## src/sfpc_pkg.sv

```systemverilog
package sfpc_pkg;
   // ==========================================================================
   // Widths
   // ==========================================================================
   localparam int ADDR_W     = 19;
   localparam int DATA_W     = 8;
   localparam int OFS_W      = 8;
   localparam int SECT_W     = 11;
   localparam int COUNT_W    = 9;
   localparam int TW         = 21;
   localparam int FIFO_DEPTH = 16;

   // ==========================================================================
   // Timing
   // ==========================================================================
   localparam int CLK_PERIOD_NS   = 10;
   localparam int LOAD_WINDOW_US  = 150;
   localparam int PROG_CYCLE_MS   = 10;
   localparam int NOISE_FILTER_NS = 15;
   localparam logic [TW-1:0] LOAD_WINDOW_CYC =
      TW'((LOAD_WINDOW_US * 1000) / CLK_PERIOD_NS);
   localparam logic [TW-1:0] PROG_CYCLE_CYC =
      TW'((PROG_CYCLE_MS * 1000000) / CLK_PERIOD_NS);
   // One cycle beyond the filter so a load pulse is never taken for noise.
   localparam logic [TW-1:0] WE_LOW_CYC  =
      TW'((NOISE_FILTER_NS + CLK_PERIOD_NS - 1) / CLK_PERIOD_NS + 1);
   localparam logic [TW-1:0] WE_HIGH_CYC  = WE_LOW_CYC;
   localparam logic [TW-1:0] RD_WAIT_CYC  = 21'h0000c;
   localparam logic [TW-1:0] POLL_GAP_CYC = 21'h00002;
   localparam logic [TW-1:0] GAP_MARGIN   = 21'h00010;
   localparam logic [1:0]    SEQ_LAST     = 2'h2;

   // ==========================================================================
   // Write guard command tables, entry 0 issued first
   // ==========================================================================
   localparam logic [2:0][ADDR_W-1:0] GUARD_ON_ADDR  = {19'h00333, 19'h00222, 19'h00111};
   localparam logic [2:0][DATA_W-1:0] GUARD_ON_DATA  = {8'h33, 8'h22, 8'h11};
   localparam logic [2:0][ADDR_W-1:0] GUARD_OFF_ADDR = {19'h00666, 19'h00555, 19'h00444};
   localparam logic [2:0][DATA_W-1:0] GUARD_OFF_DATA = {8'h66, 8'h55, 8'h44};

   // ==========================================================================
   // Carriers
   // ==========================================================================
   typedef enum logic [1:0] {OP_READ, OP_PROGRAM, OP_GUARD_ON, OP_GUARD_OFF} sfpc_op_t;

   typedef struct packed {
      sfpc_op_t            op;
      logic [ADDR_W-1:0]   addr;
      logic [COUNT_W-1:0]  count;
   } sfpc_cmd_t;

   typedef struct packed {
      logic [OFS_W-1:0]  offset;
      logic [DATA_W-1:0] data;
   } sfpc_load_t;

   typedef struct packed {
      logic [DATA_W-1:0] data;
      logic              err_underrun;
      logic              err_timeout;
   } sfpc_rsp_t;

   typedef struct packed {
      logic              ce_n;
      logic              oe_n;
      logic              we_n;
      logic [ADDR_W-1:0] addr;
      logic [DATA_W-1:0] dq_out;
      logic              dq_oe;
   } sfpc_pins_t;
endpackage

```

## src/sfpc_host.sv

```systemverilog
`timescale 1ns/10ps
// How it works
// - Each load pulses write strobe low under chip enable, output enable high.
// - Next load falls within the window, else programming starts.
// - Sector address stays fixed per load; byte offsets in any order.
// - End of cycle is found by polling the top data bit and bit six.
// - Three fixed commands enable the guard and open every guarded program.
// - Guard command bytes use ordinary load timing and window.
module sfpc_host #(
   parameter logic [20:0] LOAD_WINDOW_CYC = sfpc_pkg::LOAD_WINDOW_CYC,
   parameter logic [20:0] PROG_CYCLE_CYC  = sfpc_pkg::PROG_CYCLE_CYC
) (
   input  wire logic                   clk,
   input  wire logic                   rst_n,
   input  wire logic                   cmd_valid,
   output logic                        cmd_ready,
   input  wire sfpc_pkg::sfpc_cmd_t    cmd,
   input  wire logic                   wr_valid,
   output logic                        wr_ready,
   input  wire sfpc_pkg::sfpc_load_t   wr_load,
   output logic                        rsp_valid,
   output sfpc_pkg::sfpc_rsp_t         rsp,
   output logic                        guard_active,
   output sfpc_pkg::sfpc_pins_t        pins,
   input  wire logic [7:0]             dq_in
);
   // ==========================================================================
   // State
   // ==========================================================================
   typedef enum logic [3:0] {
      S_IDLE, S_SEQ, S_FETCH, S_WSET, S_WLOW, S_WHIGH, S_SETTLE, S_PREAD, S_PGAP
   } sfpc_state_t;

   typedef struct packed {
      sfpc_state_t                    st;
      sfpc_pkg::sfpc_op_t             op;
      logic                           in_seq;
      logic [1:0]                     idx;
      logic [sfpc_pkg::COUNT_W-1:0]   remain;
      logic [sfpc_pkg::SECT_W-1:0]    sector;
      logic [sfpc_pkg::TW-1:0]        cnt;
      logic [sfpc_pkg::TW-1:0]        gap;
      logic [sfpc_pkg::TW-1:0]        total;
      logic                           loaded;
      logic [sfpc_pkg::ADDR_W-1:0]    addr;
      logic [sfpc_pkg::DATA_W-1:0]    data;
      logic                           seen;
      logic                           prev_b6;
      logic                           guard;
      logic                           rsp_valid;
      sfpc_pkg::sfpc_rsp_t            rsp;
      sfpc_pkg::sfpc_pins_t           pins;
   } sfpc_host_state_t;

   sfpc_host_state_t     q;
   sfpc_host_state_t     next_q;
   sfpc_pkg::sfpc_load_t fifo_data;
   logic                 fifo_valid;
   logic                 fifo_pop;
   logic                 poll_done;

   // ==========================================================================
   // Load buffer
   // ==========================================================================
   // The buffer lets software run ahead of the strobes; an empty buffer in the
   // middle of a sector is still limited by the load window below.
   sfpc_fifo #(
      .WIDTH ($bits(sfpc_pkg::sfpc_load_t)),
      .DEPTH (sfpc_pkg::FIFO_DEPTH)
   ) u_fifo (
      .clk       (clk),
      .rst_n     (rst_n),
      .in_valid  (wr_valid),
      .in_ready  (wr_ready),
      .in_data   (wr_load),
      .out_valid (fifo_valid),
      .out_ready (fifo_pop),
      .out_data  (fifo_data)
   );

   assign fifo_pop     = (q.st == S_FETCH) && fifo_valid;
   assign cmd_ready    = (q.st == S_IDLE);
   assign rsp_valid    = q.rsp_valid;
   assign rsp          = q.rsp;
   assign guard_active = q.guard;
   assign pins         = q.pins;

   // Done needs the top bit equal to the written data's top bit and bit six steady over two reads.
   assign poll_done = q.seen && (dq_in[7] == q.data[7]) && (dq_in[6] == q.prev_b6);

   // ==========================================================================
   // Sequencer
   // ==========================================================================
   always_comb begin
      next_q           = q;
      next_q.rsp_valid = 1'b0;
      next_q.gap       = (&q.gap) ? q.gap : q.gap + 21'h00001;
      next_q.total     = (q.st == S_IDLE || q.st == S_SETTLE) ? '0 :
                         ((&q.total) ? q.total : q.total + 21'h00001);
      case (q.st)
         S_IDLE: begin
            if (cmd_valid) begin
               next_q.op       = cmd.op;
               next_q.sector   = cmd.addr[sfpc_pkg::ADDR_W-1:sfpc_pkg::OFS_W];
               next_q.addr     = cmd.addr;
               next_q.remain   = (cmd.count == '0) ? 9'h001 : cmd.count;
               next_q.idx      = 2'h0;
               next_q.loaded   = 1'b0;
               next_q.seen     = 1'b0;
               next_q.rsp      = '0;
               next_q.in_seq   = 1'b0;
               if (cmd.op == sfpc_pkg::OP_READ) begin
                  next_q.st = S_PREAD;
               end else if (cmd.op == sfpc_pkg::OP_PROGRAM && !q.guard) begin
                  next_q.st = S_FETCH;
               end else begin
                  next_q.in_seq = 1'b1;
                  next_q.st     = S_SEQ;
               end
            end
         end
         S_SEQ: begin
            if (q.op == sfpc_pkg::OP_GUARD_OFF) begin
               next_q.addr = sfpc_pkg::GUARD_OFF_ADDR[q.idx];
               next_q.data = sfpc_pkg::GUARD_OFF_DATA[q.idx];
            end else begin
               next_q.addr = sfpc_pkg::GUARD_ON_ADDR[q.idx];
               next_q.data = sfpc_pkg::GUARD_ON_DATA[q.idx];
            end
            next_q.st = S_WSET;
         end
         S_FETCH: begin
            if (fifo_valid) begin
               next_q.addr   = {q.sector, fifo_data.offset};
               next_q.data   = fifo_data.data;
               next_q.remain = q.remain - 9'h001;
               next_q.st     = S_WSET;
            end else if (q.loaded && q.gap >= LOAD_WINDOW_CYC - sfpc_pkg::GAP_MARGIN) begin
               // Too late for another load: the sector goes as loaded so far.
               next_q.rsp.err_underrun = 1'b1;
               next_q.st               = S_SETTLE;
            end
         end
         S_WSET: begin
            next_q.st = S_WLOW;
         end
         S_WLOW: begin
            if (q.cnt == sfpc_pkg::WE_LOW_CYC - 21'h00001) begin
               next_q.st     = S_WHIGH;
               next_q.gap    = '0;
               next_q.loaded = 1'b1;
            end
         end
         S_WHIGH: begin
            if (q.cnt == sfpc_pkg::WE_HIGH_CYC - 21'h00001) begin
               if (q.in_seq) begin
                  if (q.idx == sfpc_pkg::SEQ_LAST) begin
                     next_q.in_seq = 1'b0;
                     next_q.st     = (q.op == sfpc_pkg::OP_PROGRAM) ? S_FETCH : S_SETTLE;
                  end else begin
                     next_q.idx = q.idx + 2'h1;
                     next_q.st  = S_SEQ;
                  end
               end else begin
                  next_q.st = (q.remain == '0) ? S_SETTLE : S_FETCH;
               end
            end
         end
         S_SETTLE: begin
            // Polling waits out the window so a read never lands in a load.
            if (q.gap > LOAD_WINDOW_CYC) begin
               next_q.st = S_PREAD;
            end
         end
         S_PREAD: begin
            if (q.cnt == sfpc_pkg::RD_WAIT_CYC - 21'h00001) begin
               next_q.rsp.data = dq_in;
               if (q.op == sfpc_pkg::OP_READ || poll_done) begin
                  next_q.rsp_valid = 1'b1;
                  next_q.st        = S_IDLE;
                  if (q.op == sfpc_pkg::OP_GUARD_ON) begin
                     next_q.guard = 1'b1;
                  end else if (q.op == sfpc_pkg::OP_GUARD_OFF) begin
                     next_q.guard = 1'b0;
                  end
               end else if (q.total >= PROG_CYCLE_CYC) begin
                  next_q.rsp.err_timeout = 1'b1;
                  next_q.rsp_valid       = 1'b1;
                  next_q.st              = S_IDLE;
               end else begin
                  next_q.prev_b6 = dq_in[6];
                  next_q.seen    = 1'b1;
                  next_q.st      = S_PGAP;
               end
            end
         end
         S_PGAP: begin
            if (q.cnt == sfpc_pkg::POLL_GAP_CYC - 21'h00001) begin
               next_q.st = S_PREAD;
            end
         end
         default: begin
            next_q.st = S_IDLE;
         end
      endcase

      next_q.cnt = (next_q.st != q.st) ? '0 : q.cnt + 21'h00001;

      // Pins follow the next state so every strobe comes from a flip-flop.
      next_q.pins.addr   = next_q.addr;
      next_q.pins.dq_out = next_q.data;
      next_q.pins.ce_n   = 1'b1;
      next_q.pins.oe_n   = 1'b1;
      next_q.pins.we_n   = 1'b1;
      next_q.pins.dq_oe  = 1'b0;
      case (next_q.st)
         S_SEQ, S_FETCH: begin
            next_q.pins.ce_n = 1'b0;
         end
         S_WSET, S_WHIGH: begin
            next_q.pins.ce_n  = 1'b0;
            next_q.pins.dq_oe = 1'b1;
         end
         S_WLOW: begin
            next_q.pins.ce_n  = 1'b0;
            next_q.pins.we_n  = 1'b0;
            next_q.pins.dq_oe = 1'b1;
         end
         S_PREAD: begin
            next_q.pins.ce_n = 1'b0;
            next_q.pins.oe_n = 1'b0;
         end
         default: begin
            next_q.pins.ce_n = 1'b1;
         end
      endcase
   end

   always_ff @(posedge clk) begin
      if (!rst_n) begin
         q           <= '0;
         q.st        <= S_IDLE;
         q.pins.ce_n <= 1'b1;
         q.pins.oe_n <= 1'b1;
         q.pins.we_n <= 1'b1;
      end else begin
         q <= next_q;
      end
   end
endmodule

```

## src/sfpc_fifo.sv

```systemverilog
`timescale 1ns/10ps
module sfpc_fifo #(
   parameter int WIDTH = 16,
   parameter int DEPTH = 16
) (
   input  wire logic             clk,
   input  wire logic             rst_n,
   input  wire logic             in_valid,
   output logic                  in_ready,
   input  wire logic [WIDTH-1:0] in_data,
   output logic                  out_valid,
   input  wire logic             out_ready,
   output logic      [WIDTH-1:0] out_data
);
   localparam int AW = $clog2(DEPTH);

   typedef struct packed {
      logic [DEPTH-1:0][WIDTH-1:0] mem;
      logic [AW-1:0]               wp;
      logic [AW-1:0]               rp;
      logic [AW:0]                 cnt;
   } sfpc_fifo_state_t;

   sfpc_fifo_state_t q;
   sfpc_fifo_state_t next_q;
   logic             push;
   logic             pop;

   assign in_ready  = q.cnt != (AW+1)'(DEPTH);
   assign out_valid = q.cnt != '0;
   assign out_data  = q.mem[q.rp];
   assign push      = in_valid && in_ready;
   assign pop       = out_valid && out_ready;

   always_comb begin
      next_q = q;
      if (push) begin
         next_q.mem[q.wp] = in_data;
         next_q.wp        = q.wp + AW'(1);
      end
      if (pop) begin
         next_q.rp = q.rp + AW'(1);
      end
      next_q.cnt = q.cnt + (AW+1)'(push) - (AW+1)'(pop);
   end

   always_ff @(posedge clk) begin
      if (!rst_n) begin
         q <= '0;
      end else begin
         q <= next_q;
      end
   end
endmodule

```

## config.mk

```make
export PLATFORM = sky130hd
export DESIGN_NAME = sfpc_host
export DESIGN_NICKNAME = d
export VERILOG_FILES = /design/src/sfpc_pkg.sv /design/src/sfpc_host.sv /design/src/sfpc_fifo.sv
export SDC_FILE = /design/constraint.sdc
export NUM_CORES = 1
export LEC_CHECK = 0
export BUFFER_PORTS_ARGS = -buffer_cell sky130_fd_sc_hd__clkbuf_2
export CAP_MARGIN = 20
export CORE_MARGIN = 2
export CORE_UTILIZATION = 45
export CTS_BUF_LIST = sky130_fd_sc_hd__clkbuf_4 sky130_fd_sc_hd__clkbuf_8
export DETAILED_ROUTE_END_ITERATION = 10
export GPL_TIMING_DRIVEN = 0
export HOLD_SLACK_MARGIN = 0.03
export MAX_ROUTING_LAYER = met4
export PLACE_DENSITY_LB_ADDON = 0.05
export SLEW_MARGIN = 20
export SYNTH_ARGS = -nofsm -noshare
export SYNTH_HDL_FRONTEND = slang
export SYNTH_SLANG_ARGS = --single-unit
```

## constraint.sdc

```tcl
create_clock -name clk -period 5.45 [get_ports clk]
set_input_delay 0.2725 -clock clk [delete_from_list [all_inputs] [get_ports clk]]
set_output_delay 0.2725 -clock clk [all_outputs]
set_load 0.02 [all_outputs]
```

==> results of run 1 <==
## final cells by class
class,count,area (sq um),share of cell area (%)
clock inverter,4,25.0,0.115
inverter,32,120,0.552
sequential,407,8150,37.5
timing repair buffer,150,991,4.56
clock buffer,119,1490,6.84
buffer,167,841,3.87
multi-input combinational,1272,9470,43.5
tap,532,666,3.06
## power by group through the flow
| stage | sequential, mW | combinational, mW | clock, mW |
|---|---|---|---|
| final | 3.37 | 2.46 | 2.95 |
| after global routing | 3.40 | 2.68 | 3.16 |
| after detailed placement | 3.43 | 2.43 | 0 |
| after floorplan | 3.38 | 1.74 | 0 |
| after global placement | 3.42 | 2.41 | 0 |
| after CTS | 3.37 | 2.47 | 3.03 |
## flip-flops by register name, indices dropped and copies added, names as in the netlist
name / cells
guard_active: 1
u_fifo.q: 269
rsp: 10
pins: 31
rsp_valid: 1
q: 95
## layout by cell type (no fill, tap or decap), types with 23 or more instances in the layout
cell,instances
nand2_1,101
nor2_1,361
xor2_1,36
ha_1,23
inv_1,32
nand3_1,56
buf_4,42
dfxtp_1,407
mux2i_1,259
dlygate4sd3_1,48
clkbuf_4,24
clkbuf_2,103
clkbuf_8,95
clkbuf_1,91
mux4_2,80
o21ai_0,44
xnor2_1,27
a21oi_1,76
## cell families after synthesis
| kind of cell | Yosys count | synth area share, % |
|---|---|---|
| and+or+nand+nor | 655 | 16.3 |
| DFF | 407 | 43.9 |
| muxes | 341 | 23.8 |
| buffers and inverters | 199 | 5.16 |
| AOI/OAI and AO/OA | 189 | 6.21 |
| xor gates and xnor gates | 63 | 2.97 |
| adders and majority gates | 24 | 1.66 |
## worst min-delay path by stage
stage | start | slack [ns] | to | cells past startpoint
global route | rst_n | 0.07 | q[163] | 3
CTS | rst_n | 0.04 | q[163] | 3
global placement | q[138] | 0.44 | q[138] | 2
floorplan | cmd[17] | 0.41 | q[136] | 2
finish | rst_n | 0.08 | q[163] | 3
detailed placement | rsp[0] | 0.44 | rsp[0] | 2
## per-stage QoR
stage | hold slack, ns | total power, mW | util, %
after CTS | 0.0352 | 8.87 | 53.3
after detailed placement | 0.442 | 5.86 | 48.4
final | 0.0848 | 8.78 | 53.3
after global placement | 0.442 | 5.83 | 48.4
after global routing | 0.0658 | 9.24 | 53.3
after floorplan | 0.408 | 5.12 | -
## worst max-delay path: stages, from the launching register on
cell	delay, ns
dfxtp_1	0.31
clkbuf_1	0.22
nor4b_1	0.42
clkbuf_1	0.52
nand2_1	0.36
inv_1	0.42
ha_1	0.31
inv_1	0.06
ha_1	0.15
inv_1	0.05
fa_1	0.40
inv_1	0.07
a21oi_1	0.06
nor2_1	0.13
or3_1	0.13
a21oi_1	0.05
## routing by layer
layer / track usage (%) / share of wire (%) / vias up
li1: - / - / 6992
met1: 31.6 / 45 / 6966
met2: 41.3 / 49 / 329
met3: 3.94 / 4.0 / 91
met4: 6.67 / 2.2 / 0
met5: - / 0 / -
## what timing repair did
action | 4_1_cts | 5_1_grt
resized for setup | 0 | 0
hold buffers | 48 | 0
endpoints found under the hold margin | 131 | 0
setup buffers | 0 | 0
==> metrics.md, run 1 <==
| Metric | Value |
|---|---|
| Run status | `finished clean` |
| Via count of the first global-routing pass | `14200` |
| Worst hold path class | `in -> reg` |
| Top area cells in the synthesized netlist | `dfxtp_1, mux2i_1, mux4_2` |
| Average size of a mapped cell | `9.89 sq um` |
| Post-synth net total | `1960` |
| Clock buffer count from CTS | `73` |
| Power density over the cells | `404 nW/um^2` |
| Required arrival time at the worst endpoint | `5.91 ns` |
| Register-to-register setup slack | `1.64 ns` |
| Final antenna diode count | `0` |
| Average wire per cell in the routed design | `19.4 um` |
| Final number of hold-violating endpoints | `0` |
| Endpoint arrival time on the critical path | `4.26 ns` |
| Final cell area excluding filler cells | `21700 sq um` |
| Power dissipated by switching net loads | `2.92 mW` |
| Via-per-instance ratio | `5.36` |
| Setup total negative slack | `0 ns` |
| Worst-path clk slew | `0.06 ns` |
| I/O Buffers | `102` |
| Reg-to-reg critical path endpoint | `u_fifo.q[4]` |
| Top-area cell type share of the netlist area | `43.9%` |
| Post-synth top flop | `dfxtp_1` |
| Initial antenna violation count | `0` |
| Clock insertion delay at the later pin of the skew report | `0.62 ns` |
| Number of iterations in the first detailed-routing pass | `7` |
| Deepest clock path buffer count | `3` |
| Share of total power in the clock network | `33.6%` |
| Starting density of the core | `45.5%` |
| Switching share of total power | `33.2%` |
| P_int | `5.86 mW` |
| Area of the die | `42900 sq um` |
| CTS tree | `built` |
| CTS Root Buffer Type | `clkbuf_8` |
| Count of different cell masters after synthesis | `68` |
| Worst-path maximum fanout | `10` |
| Number of top-level pins | `103` |
| Number of pins exceeding their max-slew limit in the final report | `0` |
| Number of clock sinks | `407` |
| Placement row count | `74` |
| Number of DRC violations after detailed routing | `0` |
| Startpoint of the worst register-to-register path | `q[164]` |
| Final period util | `69.9%` |
| Top cells by count, synth | `dfxtp_1, nor2_1, mux2i_1` |
| Area of the core | `40800 sq um` |
| EDFF count, synth | `0` |
| Worst slew pin tran | `1.05 ns` |
| Start-to-end type of the worst setup path | `reg -> reg` |
| Final setup margin | `1.64 ns` |
| Total number of nets in the final design | `2185` |
| Total global routing overflow | `0` |
| Post-synth ARST share | `0%` |
| Instance area after placement | `19800 sq um` |
| DRT iter0 DRCs | `739` |
| Min cycle time layout | `3.81 ns` |
| Peak VDD IR | `0.218 mV` |
| Max-capacitance violation count | `0` |
| GPL Wtd Cong | `0.863` |
| Leading cell type by number of instances after synthesis | `dfxtp_1` |
| Combinational share of power | `28.0%` |
| Die boundary height | `207 um` |
| Level count of the clock H-tree | `3` |
| Max-Slew Margin vs Limit | `29.7%` |
| Max frequency | `0.263 GHz` |
| Synthesis-to-layout area growth | `17.1%` |
| Last element of the critical path | `u_fifo.q[4]` |
| Worst setup startpoint | `q[164]` |
| Share of synthesized area occupied by flip-flops and latches | `43.9%` |
| Synthesis warning total | `0` |
| Setup repair after global routing missed its margin | `no` |
| Leading area contributor after synthesis | `dfxtp_1` |
| Final setup violation count | `0` |
| Crit start category | `register` |
| Sequential group share of total power | `38.4%` |
| Gate count of the mapped netlist | `1878` |
| Tot GR Track Use | `24.9%` |
| Total length of routed wires | `52.0 mm` |
| Standby leakage power | `9.92 nW` |
| Non-filler instance count after layout | `2683` |
| Post-detailed-route count of antenna-violating nets | `0` |
| Filler cell count | `3794` |
| Worst-case reg-to-reg path depth | `15` |
| Cell total after placement | `2512` |
| Final HPWL DP | `38.4 mm` |
| Cell area after synthesis | `18600 sq um` |
| Setup clock skew after layout | `0.0155 ns` |
| Share of cells above drive strength 1 | `19.0%` |
| Yosys reg bits | `407` |
| Setup Slack @ Placement | `1.74 ns` |
| Global-route wire length before repair | `81.6 mm` |
| Largest net degree at the start of global routing | `11` |
| Total via count in the routed design | `14400` |
| Width of the chip | `207 um` |
| Kind of capture point of the worst setup path | `register` |
Note: power is estimated with default switching activity, not from simulation.
==> run 2: changes to the inputs <==
==> constraint.sdc (replaced) <==
create_clock -name clk -period 3.9 [get_ports clk]
set_input_delay 0.195 -clock clk [delete_from_list [all_inputs] [get_ports clk]]
set_output_delay 0.195 -clock clk [all_outputs]
set_load 0.02 [all_outputs]
==> run 2 against run 1 <==
  * Critical path depth is the same
  * Worst setup slack worse by 1.3 ns
  * Combinational power rose by 40%
  * Sequential share of layout area down 0.11 points
  * Die area unchanged
  * Count of clock-buffer cells in the layout unchanged
  * Sequential power increased by 40%
  * Non-clock buffer count increased by 6
  * Worst hold slack better by 0.035 ns
  * Critical path type unchanged
==> metrics.md, run 2 (same netlist as run 1, synthesis figures left out) <==
| Metric | Value |
|---|---|
| Run status | `finished clean` |
| Post-detailed-route count of antenna-violating nets | `0` |
| Average wire per cell in the routed design | `19.3 um` |
| Standby leakage power | `9.94 nW` |
| CTS tree | `built` |
| Largest regs | `u_fifo.q (269), q (95), pins (31)` |
| Power density over the cells | `563 nW/um^2` |
| Setup repair after global routing missed its margin | `no` |
| Via count of the first global-routing pass | `14200` |
| Max-Slew Margin vs Limit | `30.4%` |
| Min cycle time layout | `3.52 ns` |
| Hold Crit Start | `cmd[8]` |
| Tot Pwr | `12.3 mW` |
| Final period util | `90.3%` |
| Area of the die | `42900 sq um` |
| Number of iterations in the first detailed-routing pass | `5` |
| Final setup margin | `0.378 ns` |
| Area of the core | `40800 sq um` |
| Total global routing overflow | `0` |
| I/O Buffers | `102` |
| Width of the chip | `207 um` |
| Filler cell count | `3784` |
| Clock buffer count from CTS | `73` |
| Max frequency | `0.284 GHz` |
| Final antenna diode count | `0` |
| DRT iter0 DRCs | `810` |
| Global-route wire length before repair | `81.7 mm` |
| Worst-path clk slew | `0.06 ns` |
| Final number of hold-violating endpoints | `0` |
| Number of top-level pins | `103` |
| Share of cells above drive strength 1 | `19.0%` |
| Flip-flop count of the largest register after layout | `269` |
| Final setup violation count | `0` |
| Synthesis-to-layout area growth | `17.4%` |
| Setup total negative slack | `0 ns` |
| Starting density of the core | `45.5%` |
| Total number of nets in the final design | `2191` |
| Via-per-instance ratio | `5.35` |
| Worst hold path class | `in -> reg` |
| Number of pins exceeding their max-slew limit in the final report | `0` |
| CTS Root Buffer Type | `clkbuf_8` |
| Die boundary height | `207 um` |
| Worst slew pin tran | `1.04 ns` |
| Deepest clock path buffer count | `3` |
| Most used cells in the layout excluding fill and tap cells | `dfxtp_1, nor2_1, mux2i_1` |
| Setup clock skew after layout | `0.0162 ns` |
| Startpoint of the worst register-to-register path | `q[164]` |
| Total via count in the routed design | `14400` |
| Crit start category | `register` |
| Instance area after placement | `19800 sq um` |
| Tot GR Track Use | `24.9%` |
| Start-to-end type of the worst setup path | `reg -> reg` |
| Largest net degree at the start of global routing | `11` |
| Required arrival time at the worst endpoint | `4.35 ns` |
| Worst setup startpoint | `q[164]` |
| Kind of capture point of the worst setup path | `register` |
| Number of DRC violations after detailed routing | `0` |
| Total length of routed wires | `52.0 mm` |
| Clock insertion delay at the later pin of the skew report | `0.61 ns` |
| Max-capacitance violation count | `0` |
| Level count of the clock H-tree | `3` |
| Final cell area excluding filler cells | `21800 sq um` |
| # Post-CTS Setup Buffers | `0` |
| GPL Wtd Cong | `0.863` |
| Initial antenna violation count | `0` |
| Worst-path maximum fanout | `10` |
| Placement row count | `74` |
| Endpoint arrival time on the critical path | `3.98 ns` |
| Most common cell after layout, fill and taps aside | `dfxtp_1` |
| Number of clock sinks | `407` |
| Peak VDD IR | `0.304 mV` |
| Final HPWL DP | `38.4 mm` |
| Setup Slack @ Placement | `0.188 ns` |
| Largest register by flop count | `u_fifo.q` |
## run 2: final cells by class
class                      count  area (sq um)  share of cell area, %
buffer                       167           842                   3.86
clock buffer                 119          1490                   6.82
clock inverter                 4          25.0                  0.115
tap                          532           666                   3.05
inverter                      32           120                  0.551
multi-input combinational   1272          9470                   43.4
timing repair buffer         156          1050                   4.82
sequential                   407          8150                   37.4
## run 2: through the flow
step	utilization (%)	hold slack, ns	cells
2_1_floorplan	-	0.331	1878
3_3_place_gp	48.4	0.423	2512
3_5_place_dp	48.4	0.427	2512
4_1_cts	53.4	0.0596	2689
5_1_grt	53.4	0.154	2689
6_report	53.4	0.120	2689
## run 2: power by group
part           internal, mW  switching, mW  total, mW
Sequential             4.49          0.214       4.71
Clock                  2.39           1.74       4.13
Combinational          1.31           2.13       3.44
## run 2: timing repair
| item | CTS | global route |
|---|---|---|
| gates resized for setup | 0 | 2 |
| endpoints found under the hold margin | 148 | 0 |
| endpoints found under the setup margin | 0 | 1 |
| hold buffers | 54 | 0 |
## run 2: worst paths after layout
kind	end	slack (ns)	cells after the start
hold reg to reg	rsp[0]	0.45	2
setup / recovery	u_fifo.q[4]	0.38	15
hold / removal	q[155]	0.12	5
setup reg to reg	u_fifo.q[4]	0.38	15
## run 2: critical path, stage by stage, from the launching register on
cell      delay (ns)
dfxtp_1         0.31
clkbuf_1        0.22
nor4b_1         0.41
clkbuf_2        0.35
nand2_1         0.29
inv_1           0.39
ha_1            0.30
inv_1           0.06
ha_1            0.15
inv_1           0.05
fa_1            0.40
inv_1           0.07
a21oi_1         0.06
nor2_1          0.13
or3_1           0.13
a21oi_1         0.05
## run 2: layer usage
| layer | track usage [%] | wire, um | up-vias |
|---|---|---|---|
| met5 | - | 0 | - |
| met4 | 6.67 | 1120 | 0 |
| met3 | 3.88 | 2340 | 93 |
| met2 | 41.4 | 25200 | 345 |
| met1 | 31.6 | 23300 | 6946 |
| li1 | - | - | 7009 |
==> run 3: changes to the inputs <==
--- a/config.mk
+++ b/config.mk
@@ -7,6 +7,8 @@
 export LEC_CHECK = 0
 export BUFFER_PORTS_ARGS = -buffer_cell sky130_fd_sc_hd__clkbuf_2
 export CAP_MARGIN = 20
+export CELL_PAD_IN_SITES_DETAIL_PLACEMENT = 0
+export CELL_PAD_IN_SITES_GLOBAL_PLACEMENT = 1
 export CORE_MARGIN = 2
 export CORE_UTILIZATION = 45
 export CTS_BUF_LIST = sky130_fd_sc_hd__clkbuf_4 sky130_fd_sc_hd__clkbuf_8
==> run 3 against run 2 <==
  * Wire length rose by 0.47%
  * Final cell count barely moved
  * Total power rose by 0.16%
  * Fmax rose by 1.2%
  * Final area barely moved
  * Flip-flop and latch count did not move
  * Sequential share of layout area barely moved
  * Critical endpoint unchanged
  * Critical path type unchanged
  * Count of clock-buffer cells in the layout fell by 1
  * Largest power group unchanged
  * Critical path depth did not move
  * Utilization barely moved
  * Via count fell by 0.34%
==> metrics.md, run 3 (same netlist as run 1, synthesis figures left out) <==
| Metric | Value |
|---|---|
| Run status | `finished clean` |
| Setup total negative slack | `0 ns` |
| Standby leakage power | `9.94 nW` |
| Number of DRC violations after detailed routing | `0` |
| Die boundary height | `207 um` |
| Number of top-level pins | `103` |
| Via-per-instance ratio | `5.33` |
| Total global routing overflow | `0` |
| Most common cell after layout, fill and taps aside | `dfxtp_1` |
| Flip-flop count of the largest register after layout | `269` |
| CTS Root Buffer Type | `clkbuf_8` |
| Worst-case reg-to-reg path depth | `15` |
| Tot GR Track Use | `25.1%` |
| Average wire per cell in the routed design | `19.4 um` |
| Crit start category | `register` |
| Setup repair after global routing missed its margin | `no` |
| Final setup violation count | `0` |
| Via count of the first global-routing pass | `14300` |
| Setup Slack @ Placement | `0.168 ns` |
| Number of clock sinks | `407` |
| Clock insertion delay at the later pin of the skew report | `0.62 ns` |
| Startpoint of the worst register-to-register path | `q[164]` |
| Final core area utilization | `53.4%` |
| Register-to-register setup slack | `0.42 ns` |
| Total number of nets in the final design | `2193` |
| Final number of hold-violating endpoints | `0` |
| # Post-CTS Setup Buffers | `0` |
| Placement row count | `74` |
| Max-capacitance violation count | `0` |
| Max-Slew Margin vs Limit | `30.6%` |
| Worst-path clk slew | `0.06 ns` |
| Number of pins exceeding their max-slew limit in the final report | `0` |
| Number of iterations in the first detailed-routing pass | `6` |
| Width of the chip | `207 um` |
| Max frequency | `0.287 GHz` |
| Largest regs | `u_fifo.q (269), q (95), pins (31)` |
| Clock buffer count from CTS | `73` |
| Starting density of the core | `45.5%` |
| Min cycle time layout | `3.48 ns` |
| Worst-path maximum fanout | `10` |
| Required arrival time at the worst endpoint | `4.36 ns` |
| Kind of capture point of the worst setup path | `register` |
| Reg-to-reg critical path endpoint | `u_fifo.q[4]` |
| I/O Buffers | `102` |
| Total length of routed wires | `52.3 mm` |
| GPL Wtd Cong | `0.894` |
| Post-detailed-route count of antenna-violating nets | `0` |
| Most used cells in the layout excluding fill and tap cells | `dfxtp_1, nor2_1, mux2i_1` |
| Setup clock skew after layout | `0.0210 ns` |
| DRT iter0 DRCs | `811` |
| Global-route wire length before repair | `81.8 mm` |
| Power density over the cells | `563 nW/um^2` |
| CTS tree | `built` |
| Peak VDD IR | `0.293 mV` |
| Area of the die | `42900 sq um` |
| Final period util | `89.2%` |
| Last element of the critical path | `u_fifo.q[4]` |
| Area of the core | `40800 sq um` |
| Level count of the clock H-tree | `3` |
| Worst setup startpoint | `q[164]` |
| Final setup margin | `0.421 ns` |
| Endpoint arrival time on the critical path | `3.94 ns` |
| Deepest clock path buffer count | `3` |
| Final HPWL DP | `38.4 mm` |
| Largest net degree at the start of global routing | `11` |
| Initial antenna violation count | `0` |
| Share of cells above drive strength 1 | `18.9%` |
| Total via count in the routed design | `14300` |
| Worst slew pin tran | `1.04 ns` |
| Start-to-end type of the worst setup path | `reg -> reg` |
| Synthesis-to-layout area growth | `17.5%` |
| Largest register by flop count | `u_fifo.q` |
| Worst hold path class | `in -> reg` |
| Final antenna diode count | `0` |
==> run 3: layout make-up <==
type	instances	area [sq um]
fill	3791	19000
multi-input combinational	1272	9470
sequential	407	8150
clock buffer	118	1470
timing repair buffer	158	1070
buffer	167	840
tap	532	666
inverter	32	120
clock inverter	5	33.8
==> run 3: repair_timing <==
item	in CTS	in global routing
hold buffers	54	0
endpoints found under the setup margin	0	1
endpoints found under the hold margin	148	0
resized for setup	0	2
==> run 3: layer usage <==
layer	vias up	track usage, %	part of all wire [%]
met1	6899	31.5	45
met2	317	41.1	48
li1	7008	-	-
met5	-	-	0
met3	120	4.38	4.0
met4	0	8.33	2.9
==> run 3: metrics by stage <==
step	total power [mW]	cell area (sq um)	cells	hold WS, ns
floorplan	7.16	18600	1878	0.331
global placement	8.14	19800	2512	0.420
detailed placement	8.20	19800	2513	0.422
CTS	12.4	21800	2690	0.0545
global route	12.9	21800	2691	0.159
finish	12.3	21800	2691	0.115
==> run 3: worst max-delay path, stage by stage, from the launching register on <==
cell and delay (ns):
dfxtp_1 0.31, clkbuf_1 0.22, nor4b_1 0.41, clkbuf_2 0.35, nand2_1 0.28, inv_1 0.36, ha_1 0.30, inv_1 0.06
ha_1 0.15, inv_1 0.05, fa_1 0.39, inv_1 0.08, a21oi_1 0.07, nor2_1 0.12, or3_1 0.12, a21oi_1 0.06
==> run 3: power by group <==
part / switching (mW) / internal [mW]
Sequential: 0.216 / 4.49
Clock: 1.76 / 2.37
Combinational: 2.13 / 1.32
==> run 3: worst min-delay path by stage <==
stage | slack, ns | start | to | depth (start not counted)
floorplan | 0.33 | cmd[17] | q[136] | 2
global placement | 0.42 | dq_in[5] | rsp[7] | 3
detailed placement | 0.42 | dq_in[5] | rsp[7] | 3
CTS | 0.05 | cmd[8] | q[155] | 5
global route | 0.16 | cmd[8] | q[155] | 5
finish | 0.11 | cmd[8] | q[155] | 5
